**src/tfg_pkg.sv**
```systemverilog
// Constants, register map and types of the tone, ring and FSK generator
package tfg_pkg;
	// ----------------------------------------
	// Timing
	// ----------------------------------------
	localparam int CLK_PERIOD_NS = 50;
	localparam int SAMPLE_DIV = 833;
	localparam int BIT_TIME_NS = 833_000;
	localparam int BIT_CYCLES = BIT_TIME_NS / CLK_PERIOD_NS;
	localparam int SAMPLES_PER_BIT = BIT_CYCLES / SAMPLE_DIV;
	localparam int MS_TIME_NS = 1_000_000;
	localparam int MS_SAMPLES = (MS_TIME_NS / CLK_PERIOD_NS) / SAMPLE_DIV;
	// ----------------------------------------
	// Register word addresses
	// ----------------------------------------
	localparam logic [4:0] A_CTRL = 5'h00;
	localparam logic [4:0] A_LINE = 5'h01;
	localparam logic [4:0] A_STAT = 5'h02;
	localparam logic [4:0] A_BIAS = 5'h03;
	localparam logic [4:0] A_FREQ = 5'h04;
	localparam logic [4:0] A_AMP = 5'h08;
	localparam logic [4:0] A_RAMP = 5'h0C;
	localparam logic [4:0] A_CID = 5'h10;
	localparam logic [4:0] A_CADA = 5'h11;
	localparam logic [4:0] A_CADD = 5'h12;
	// ----------------------------------------
	// Fields and reset values
	// ----------------------------------------
	localparam int F_BIAS_EN = 4;
	localparam int F_TRAP = 5;
	localparam int F_FRAME = 6;
	localparam int F_CAD_GO = 7;
	localparam int F_CID_GO = 8;
	localparam logic [15:0] FSK_AMP_RST = 16'h2000;
	localparam logic [15:0] AMP_RST = 16'h0000;
	localparam logic [2:0] LS_RING = 3'h6;
	localparam logic [2:0] LS_RING_REV = 3'h7;
	localparam int CID_DEPTH = 32;
	localparam int CID_REFILL = 16;
	localparam int CAD_DEPTH = 16;
	localparam logic [15:0] SAT_POS = 16'h7FFF;
	localparam logic [15:0] SAT_NEG = 16'h8000;
	// ----------------------------------------
	// Types
	// ----------------------------------------
	typedef enum logic [3:0] {
		OP_END = 4'h0, OP_TIME = 4'h1, OP_GEN = 4'h2, OP_BRANCH = 4'h3,
		OP_LINE = 4'h4, OP_CID = 4'h5, OP_CID_WAIT = 4'h6
	} tfg_op_t;
	typedef enum logic [1:0] {
		CAD_IDLE = 2'b00, CAD_EXEC = 2'b01, CAD_TIME = 2'b10, CAD_CIDW = 2'b11
	} tfg_cad_t;
	typedef struct packed {
		logic [4:0] addr;
		logic [15:0] wdata;
		logic wr;
		logic rd;
	} tfg_req_t;
endpackage

```
**src/tfg_gen.sv**
```systemverilog
// Signal generators, bias, caller ID engine, cadencer and register port
`timescale 1ns/1ps
`default_nettype none
module tfg_gen (
	input wire logic mclk,
	input wire logic nrst,
	input wire tfg_pkg::tfg_req_t req,
	output logic [15:0] reg_rdata,
	output logic [15:0] sample_out,
	output logic sample_strobe,
	output logic [2:0] line_state,
	output logic cid_data_request_event
);
	import tfg_pkg::*;

	// ----------------------------------------
	// Sample rate divider
	// ----------------------------------------
	logic [9:0] div_reg;
	logic tick;
	assign tick = (div_reg == 10'(SAMPLE_DIV - 1));
	always_ff @(posedge mclk or negedge nrst) begin
		if (!nrst) begin
			div_reg <= 10'h000;
		end else begin
			div_reg <= tick ? 10'h000 : div_reg + 10'h001;
		end
	end

	// ----------------------------------------
	// Control registers
	// ----------------------------------------
	logic [3:0] gen_en_reg;
	logic bias_en_reg, trap_reg, frame_reg;
	logic [15:0] bias_reg;
	logic [2:0] line_reg;
	logic [3:0] cad_addr_reg;
	logic [15:0] cad_mem [CAD_DEPTH];
	logic ringing, cad_gen_wr, cad_line_wr;
	logic [15:0] cad_word;
	assign ringing = (line_reg == LS_RING) || (line_reg == LS_RING_REV);
	always_ff @(posedge mclk or negedge nrst) begin
		if (!nrst) begin
			gen_en_reg <= 4'h0;
			bias_en_reg <= 1'b0;
			trap_reg <= 1'b0;
			frame_reg <= 1'b0;
			bias_reg <= 16'h0000;
		end else if (req.wr && req.addr == A_CTRL) begin
			gen_en_reg <= req.wdata[3:0];
			bias_en_reg <= req.wdata[F_BIAS_EN];
			trap_reg <= req.wdata[F_TRAP];
			frame_reg <= req.wdata[F_FRAME];
		end else if (cad_gen_wr) begin
			gen_en_reg <= cad_word[3:0];
		end else if (req.wr && req.addr == A_BIAS) begin
			bias_reg <= req.wdata;
		end
	end
	always_ff @(posedge mclk or negedge nrst) begin
		if (!nrst) begin
			line_reg <= 3'h0;
		end else if (req.wr && req.addr == A_LINE) begin
			line_reg <= req.wdata[2:0];
		end else if (cad_line_wr) begin
			line_reg <= cad_word[2:0];
		end
	end
	always_ff @(posedge mclk or negedge nrst) begin
		if (!nrst) begin
			cad_addr_reg <= 4'h0;
		end else if (req.wr && req.addr == A_CADA) begin
			cad_addr_reg <= req.wdata[3:0];
		end else if (req.wr && req.addr == A_CADD) begin
			cad_addr_reg <= cad_addr_reg + 4'h1;
		end
	end
	// Program store has no reset; the host loads it before starting
	always_ff @(posedge mclk) begin
		if (req.wr && req.addr == A_CADD) begin
			cad_mem[cad_addr_reg] <= req.wdata;
		end
	end
	assign line_state = line_reg;

	// ----------------------------------------
	// Caller ID byte store
	// ----------------------------------------
	logic [7:0] cid_mem [CID_DEPTH];
	logic [4:0] cid_wp_reg, cid_rp_reg;
	logic [5:0] cid_cnt_reg;
	logic cid_push, cid_pop, cid_busy_reg, cid_start;
	logic [9:0] cid_sh_reg;
	logic [3:0] cid_bits_reg;
	logic [4:0] cid_smp_reg;
	logic cid_bit;
	// Writes beyond the store depth are dropped
	assign cid_push = req.wr && req.addr == A_CID && cid_cnt_reg != 6'(CID_DEPTH);
	always_ff @(posedge mclk) begin
		if (cid_push) begin
			cid_mem[cid_wp_reg] <= req.wdata[7:0];
		end
	end
	always_ff @(posedge mclk or negedge nrst) begin
		if (!nrst) begin
			cid_wp_reg <= 5'h00;
			cid_rp_reg <= 5'h00;
			cid_cnt_reg <= 6'h00;
		end else begin
			cid_wp_reg <= cid_wp_reg + 5'(cid_push);
			cid_rp_reg <= cid_rp_reg + 5'(cid_pop);
			cid_cnt_reg <= cid_cnt_reg + 6'(cid_push) - 6'(cid_pop);
		end
	end
	// Request fires once as the store drains to room for a full refill
	always_ff @(posedge mclk or negedge nrst) begin
		if (!nrst) begin
			cid_data_request_event <= 1'b0;
		end else begin
			cid_data_request_event <= cid_busy_reg && cid_pop && !cid_push
				&& cid_cnt_reg == 6'(CID_REFILL + 1);
		end
	end

	// ----------------------------------------
	// FSK bit timer and serialiser
	// ----------------------------------------
	logic bit_end;
	assign bit_end = tick && cid_smp_reg == 5'(SAMPLES_PER_BIT - 1);
	assign cid_pop = cid_busy_reg && bit_end && cid_bits_reg == 4'h0
		&& cid_cnt_reg != 6'h00;
	assign cid_bit = cid_sh_reg[0];
	always_ff @(posedge mclk or negedge nrst) begin
		if (!nrst) begin
			cid_smp_reg <= 5'h00;
		end else if (!cid_busy_reg) begin
			cid_smp_reg <= 5'h00;
		end else if (tick) begin
			cid_smp_reg <= bit_end ? 5'h00 : cid_smp_reg + 5'h01;
		end
	end
	always_ff @(posedge mclk or negedge nrst) begin
		if (!nrst) begin
			cid_busy_reg <= 1'b0;
			cid_sh_reg <= 10'h3FF;
			cid_bits_reg <= 4'h0;
		end else if (!cid_busy_reg) begin
			cid_busy_reg <= cid_start;
			cid_sh_reg <= 10'h3FF;
			cid_bits_reg <= 4'h0;
		end else if (bit_end) begin
			if (cid_bits_reg != 4'h0) begin
				cid_sh_reg <= {1'b1, cid_sh_reg[9:1]};
				cid_bits_reg <= cid_bits_reg - 4'h1;
			end else if (cid_cnt_reg != 6'h00) begin
				// Framed bytes carry start and stop bits, raw bytes do not
				if (frame_reg) begin
					cid_sh_reg <= {1'b1, cid_mem[cid_rp_reg], 1'b0};
					cid_bits_reg <= 4'h9;
				end else begin
					cid_sh_reg <= {2'b11, cid_mem[cid_rp_reg]};
					cid_bits_reg <= 4'h7;
				end
			end else begin
				cid_busy_reg <= 1'b0;
			end
		end
	end

	// ----------------------------------------
	// Cadence sequencer
	// ----------------------------------------
	tfg_cad_t cad_state;
	logic [3:0] cad_pc_reg;
	logic [7:0] cad_rep_reg;
	logic [11:0] cad_tmr_reg;
	logic [4:0] cad_ms_reg;
	logic cad_cid_go, cad_go;
	tfg_op_t op;
	assign cad_word = cad_mem[cad_pc_reg];
	assign op = tfg_op_t'(cad_word[15:12]);
	assign cad_go = req.wr && req.addr == A_CTRL && req.wdata[F_CAD_GO];
	assign cad_gen_wr = cad_state == CAD_EXEC && op == OP_GEN;
	assign cad_line_wr = cad_state == CAD_EXEC && op == OP_LINE;
	assign cad_cid_go = cad_state == CAD_EXEC
		&& (op == OP_CID || op == OP_CID_WAIT);
	assign cid_start = cad_cid_go
		|| (req.wr && req.addr == A_CTRL && req.wdata[F_CID_GO]);
	always_ff @(posedge mclk or negedge nrst) begin
		if (!nrst) begin
			cad_state <= CAD_IDLE;
			cad_pc_reg <= 4'h0;
			cad_rep_reg <= 8'h00;
			cad_tmr_reg <= 12'h000;
			cad_ms_reg <= 5'h00;
		end else begin
			unique case (cad_state)
				CAD_IDLE: begin
					cad_pc_reg <= 4'h0;
					cad_rep_reg <= 8'h00;
					if (cad_go) begin
						cad_state <= CAD_EXEC;
					end
				end
				CAD_EXEC: begin
					cad_pc_reg <= cad_pc_reg + 4'h1;
					case (op)
						OP_TIME: begin
							cad_tmr_reg <= cad_word[11:0];
							cad_ms_reg <= 5'h00;
							cad_state <= CAD_TIME;
						end
						OP_BRANCH: begin
							// Zero count loops forever
							if (cad_word[7:0] == 8'h00
								|| cad_rep_reg != cad_word[7:0]) begin
								cad_pc_reg <= cad_word[11:8];
								cad_rep_reg <= cad_rep_reg + 8'h01;
							end else begin
								cad_rep_reg <= 8'h00;
							end
						end
						OP_CID_WAIT: begin
							cad_state <= CAD_CIDW;
						end
						OP_GEN, OP_LINE, OP_CID: begin
						end
						default: begin
							cad_state <= CAD_IDLE;
						end
					endcase
				end
				CAD_TIME: begin
					// Delay counts milliseconds; other logic keeps running
					if (cad_tmr_reg == 12'h000) begin
						cad_state <= CAD_EXEC;
					end else if (tick) begin
						if (cad_ms_reg == 5'(MS_SAMPLES - 1)) begin
							cad_ms_reg <= 5'h00;
							cad_tmr_reg <= cad_tmr_reg - 12'h001;
						end else begin
							cad_ms_reg <= cad_ms_reg + 5'h01;
						end
					end
				end
				CAD_CIDW: begin
					if (!cid_busy_reg && !cid_start) begin
						cad_state <= CAD_EXEC;
					end
				end
			endcase
		end
	end

	// ----------------------------------------
	// Tone generators
	// ----------------------------------------
	logic signed [15:0] gen_out [4];
	logic [15:0] amp_w [4];
	genvar g;
	generate
		for (g = 0; g < 4; g++) begin : gen_tone
			logic [15:0] freq_reg, amp_reg, ramp_reg, phase_reg, inc;
			logic [13:0] fold;
			logic signed [16:0] tri_w;
			logic signed [33:0] prod;
			always_ff @(posedge mclk or negedge nrst) begin
				if (!nrst) begin
					freq_reg <= 16'h0000;
					amp_reg <= (g >= 2) ? FSK_AMP_RST : AMP_RST;
					ramp_reg <= 16'h0000;
				end else if (req.wr && req.addr == A_FREQ + 5'(g)) begin
					freq_reg <= req.wdata;
				end else if (req.wr && req.addr == A_AMP + 5'(g)) begin
					amp_reg <= req.wdata;
				end else if (req.wr && req.addr == A_RAMP + 5'(g)) begin
					ramp_reg <= req.wdata;
				end else if (tick) begin
					// Signed steps each sample give ramps and howler sweeps
					freq_reg <= freq_reg + {{8{ramp_reg[15]}}, ramp_reg[15:8]};
					amp_reg <= amp_reg + {{8{ramp_reg[7]}}, ramp_reg[7:0]};
				end
			end
			// Generator C takes D's step on space bits so phase never jumps
			if (g == 2) begin : g_fsk
				assign inc = (cid_busy_reg && !cid_bit) ? gen_tone[3].freq_reg
					: freq_reg;
			end else begin : g_plain
				assign inc = freq_reg;
			end
			always_ff @(posedge mclk or negedge nrst) begin
				if (!nrst) begin
					phase_reg <= 16'h0000;
				end else if (tick) begin
					phase_reg <= phase_reg + inc;
				end
			end
			assign fold = phase_reg[14] ? ~phase_reg[13:0] : phase_reg[13:0];
			assign tri_w = phase_reg[15] ? -$signed({2'b00, fold, 1'b0})
				: $signed({2'b00, fold, 1'b0});
			assign prod = tri_w * $signed({1'b0, amp_reg});
			assign gen_out[g] = 16'(prod >>> 15);
			assign amp_w[g] = amp_reg;
		end
	endgenerate

	// ----------------------------------------
	// Summation and output
	// ----------------------------------------
	logic [3:0] en_eff;
	logic signed [15:0] a_shaped, clip;
	logic signed [18:0] sum;
	logic bias_on;
	assign clip = $signed({1'b0, amp_w[1][15:1]});
	// Trapezoid: A is flattened at half the level held in B's amplitude
	assign a_shaped = (trap_reg && ringing) ? ((gen_out[0] > clip) ? clip
		: (gen_out[0] < -clip) ? -clip : gen_out[0]) : gen_out[0];
	assign en_eff[0] = gen_en_reg[0] || ringing;
	assign en_eff[1] = gen_en_reg[1] && !(trap_reg && ringing);
	assign en_eff[2] = gen_en_reg[2] || cid_busy_reg;
	assign en_eff[3] = gen_en_reg[3] && !cid_busy_reg;
	assign bias_on = bias_en_reg || ringing;
	always_comb begin
		sum = bias_on ? 19'(signed'(bias_reg)) : 19'sd0;
		sum = sum + (en_eff[0] ? 19'(a_shaped) : 19'sd0);
		for (int i = 1; i < 4; i++) begin
			sum = sum + (en_eff[i] ? 19'(gen_out[i]) : 19'sd0);
		end
	end
	always_ff @(posedge mclk or negedge nrst) begin
		if (!nrst) begin
			sample_out <= 16'h0000;
			sample_strobe <= 1'b0;
		end else begin
			sample_strobe <= tick;
			if (tick) begin
				sample_out <= (sum > 19'sd32767) ? SAT_POS
					: (sum < -19'sd32768) ? SAT_NEG : 16'(sum);
			end
		end
	end

	// ----------------------------------------
	// Register read port
	// ----------------------------------------
	always_ff @(posedge mclk or negedge nrst) begin
		if (!nrst) begin
			reg_rdata <= 16'h0000;
		end else if (req.rd) begin
			if (req.addr == A_CTRL) begin
				reg_rdata <= {9'h000, frame_reg, trap_reg, bias_en_reg, gen_en_reg};
			end else if (req.addr == A_LINE) begin
				reg_rdata <= {13'h0000, line_reg};
			end else if (req.addr == A_STAT) begin
				reg_rdata <= {8'h00, cid_cnt_reg, cid_busy_reg, cad_state != CAD_IDLE};
			end else if (req.addr == A_BIAS) begin
				reg_rdata <= bias_reg;
			end else if (req.addr >= A_AMP && req.addr < A_RAMP) begin
				reg_rdata <= amp_w[req.addr[1:0]];
			end else begin
				reg_rdata <= 16'h0000;
			end
		end
	end
endmodule
`default_nettype wire

```
**config.mk**
```make
export PLATFORM = sky130hd
export DESIGN_NAME = tfg_gen
export DESIGN_NICKNAME = d
export VERILOG_FILES = /design/src/tfg_pkg.sv /design/src/tfg_gen.sv
export SDC_FILE = /design/constraint.sdc
export NUM_CORES = 2
export LEC_CHECK = 0
export BUFFER_PORTS_ARGS = -buffer_cell sky130_fd_sc_hd__buf_2
export CORE_ASPECT_RATIO = 1.25
export CORE_MARGIN = 1.5
export CORE_UTILIZATION = 65
export DETAILED_ROUTE_END_ITERATION = 6
export MAX_ROUTING_LAYER = met4
export PLACE_DENSITY = 0.77
export SLEW_MARGIN = 20
export SYNTH_ARGS = -nofsm -noshare
export SYNTH_HDL_FRONTEND = slang
export SYNTH_SLANG_ARGS = --single-unit
```
**constraint.sdc**
```tcl
create_clock -name mclk -period 17.4 [get_ports mclk]
set_input_delay 3.48 -clock mclk [delete_from_list [all_inputs] [get_ports mclk]]
set_output_delay 3.48 -clock mclk [all_outputs]
set_load 0.005 [all_outputs]
```
==> impl_metrics.yaml <==
outcome:
  status: "complete, no violations"
pwr:
  combPwrFrac_pct: 29.4
  power.switching_mw: 2.48
  swShare_pct: 36.7
  power_frac_clock_pct: 28.0
  ir_drop_uv: 106
  power.internal_mw: 4.27
  leakage_nw: 40.6
  power_frac_seq_pct: 42.6
  cellPowerDensity_mw_per_mm2: 73.8
worst_setup_path:
  critPathLaunchType: "register"
  crit_slowest_cell: "a211oi_1"
  end_kind: "register"
  cpPeakStageDelay_ns: 0.72
  cp_max_fo: 34
  critPathRequiredTime_ns: 17.95
  cp_common_cell: "fa_1"
  setup.worst_path.class: "reg2reg"
  arrival_ns: 16.83
timing:
  finalCritPeriodShare_pct: 93.6
  hold_slack_ns: 0.489
  setup_viol: 0
  rsz0062_at_grt: "no"
  relSlewSlack_pct: 21.1
  max_freq_mhz: 61.4
  setup_tns_ns: 0
  worstMarginPinSlew_ns: 1.18
  period_minus_slack_ns: 16.28
  slew_violations: 0
  setup_slack_ns: 1.12
  clock_skew_ns: 0.0787
  hold_viol_final: 0
logic_synthesis:
  syn_area_per_cell_sq_um: 10.3
  synth_ff_type: "edfxtp_1"
  syn_inst: 8391
  syn_area_sq_mm: 0.0862
  synth_cell_types: 89
  synth_edf_count: 512
  synth_warnings: 0
  ys_ff_latch: 908
  syn_nets: 10000
  synthArstFlopShare_pct: 43.6
  seq_area_frac_synth_pct: 29.3
grt:
  antenna_found_initial: 16
  grt_pass1_vias: 64600
  gr-total-overflow: 0
  grt_pass1_wl_mm: 359
  grt_max_degree: 85
  grt_usage_pct: 35.9
drt:
  vias: 61500
  wirelength_mm: 228
  routed_via_density: 6.06
  wire_per_inst_um: 22.5
  route.detailed.drc: 0
  postRouteAntennaNets: 0
  first_iter_violations: 5150
  first_pass_iters: 6
floorplan:
  die_y_um: 410
  fp.dieW_um: 329
  start_util_pct: 65.4
  dieArea_sq_mm: 0.135
  ios: 62
  core_region_area_sq_mm: 0.132
  num_rows: 149
clocking:
  cts_root_buf: "clkbuf_16"
  cts_tree: "done"
  ctsHoldBuffers: 0
  worstSkewPairLatency_ns: 0.72
  cts_setup_buffers: 0
  clkSlewWorstSetupHoldPaths_ns: 0.07
  cts.path.max_buffers: 3
  numCtsBuffers: 84
  htree_levels: 3
  clock-sinks: 908
place:
  port_buffers: 61
  place_ws_ns: 1.19
  place_congestion: 0.983
  placed_cells: 9967
  dp_hpwl_mm: 167
cells_and_area:
  mostFrequentLayoutCells: "inv_1 (1366), fa_1 (1035), nand2_1 (987)"
  mostFrequentLayoutCell: "inv_1"
  drive_gt1_share_pct: 8.26
  final_cells: 10100
  fin_nets: 9940
  reg.largest.list: "cad_mem (256), cid_mem (256)"
  syn_to_final_growth_pct: 6.06
  fillers: 9585
flow_run:
  drv_cap: 0
worst_hold_path:
  hold_class: "reg2reg"
## power by group through the flow
stage / clock network, mW / logic [mW] / registers (mW)
2_1_floorplan: 0 / 1.54 / 2.60
3_3_place_gp: 0 / 1.86 / 2.88
3_5_place_dp: 0 / 1.93 / 2.90
4_1_cts: 1.90 / 1.96 / 2.85
5_1_grt: 1.98 / 2.17 / 2.89
6_report: 1.89 / 1.98 / 2.87
## cells by family after synthesis
| logic type | after synthesis | synth area share (%) |
|---|---|---|
| xor gates and xnor gates | 374 | 3.80 |
| AOI/OAI and AO/OA | 1136 | 7.89 |
| adders and majority gates | 1598 | 32.2 |
| DFF | 908 | 29.3 |
| muxes | 316 | 6.49 |
| buffers and inverters | 1731 | 7.58 |
| and+or+nand+nor | 2328 | 12.7 |
## cell usage after synthesis (140+ instances only)
master | n | area (sq um)
fa_1 | 1035 | 20700
nor2_1 | 402 | 1510
xor2_1 | 140 | 1230
dfrtp_1 | 385 | 9630
and2_1 | 443 | 2770
clkbuf_1 | 312 | 1170
o21ai_0 | 340 | 1700
edfxtp_1 | 512 | 15400
ha_1 | 562 | 7030
a21oi_1 | 346 | 1730
inv_1 | 1366 | 5130
nand2_1 | 988 | 3710
xnor2_1 | 234 | 2050
mux4_2 | 183 | 4120
## cell type report
type                    instances  area (sq um)  share of cell area, %
diodes                         17          42.5                 0.0465
clock buffers                 109          2270                   2.48
clock inverters                48           509                  0.557
inverters                    1369          5140                   5.62
multi-input cells            5752         54600                   59.7
flip-flops and latches        908         25300                   27.7
well taps                    1736          2170                   2.37
repair buffers                203          1410                   1.54
## metal layers
layer  routed length [um]  vias to the layer above  track usage (%)  part of all wire (%)
li1                     -                    27300                -                     -
met1                84100                    31000             42.9                    37
met2               114000                     2555             59.6                    50
met3                16600                      640             4.97                   7.3
met4                13500                        0             18.2                   5.9
met5                    0                        -                -                     0
## critical path: cells and delay by family (launching register included)
family / cells / cell delay [ns]
adders and majority gates: 12 / 5.39
and+or+nand+nor: 15 / 3.37
AOI/OAI and AO/OA: 20 / 5.64
buffers and inverters: 7 / 0.50
DFF: 1 / 0.62
xor gates and xnor gates: 3 / 0.57
## through the flow
step                      utilization (%)  cell area (sq um)  power, mW
after detailed placement             67.2              88600       4.83
after global placement               67.2              88600       4.75
after floorplan                         -              86200       4.14
final                                69.4              91500       6.75
after global routing                 69.4              91400       7.03
after CTS                            69.3              91400       6.71
## what timing repair did
action	4_1_cts	5_1_grt
setup endpoints to repair	0	15
gates resized for setup	0	1
endpoints found under the hold margin	0	0
## final timing paths
| path | from | to | slack, ns | cells past startpoint |
|---|---|---|---|---|
| hold reg to reg | sample_out[0] | sample_out[0] | 0.49 | 2 |
| setup reg to reg | gen_tone[0].phase_reg[14] | sample_out[1] | 1.12 | 57 |
| setup / recovery | gen_tone[0].phase_reg[14] | sample_out[1] | 1.12 | 57 |
| max in group asynchronous | nrst | gen_tone[2].ramp_reg[4] | 12.26 | 3 |
| hold / removal | sample_out[0] | sample_out[0] | 0.49 | 2 |
| min in group asynchronous | nrst | cid_wp_reg[4] | 2.79 | 1 |
No activity file was read; power rests on OpenSTA's default activity.
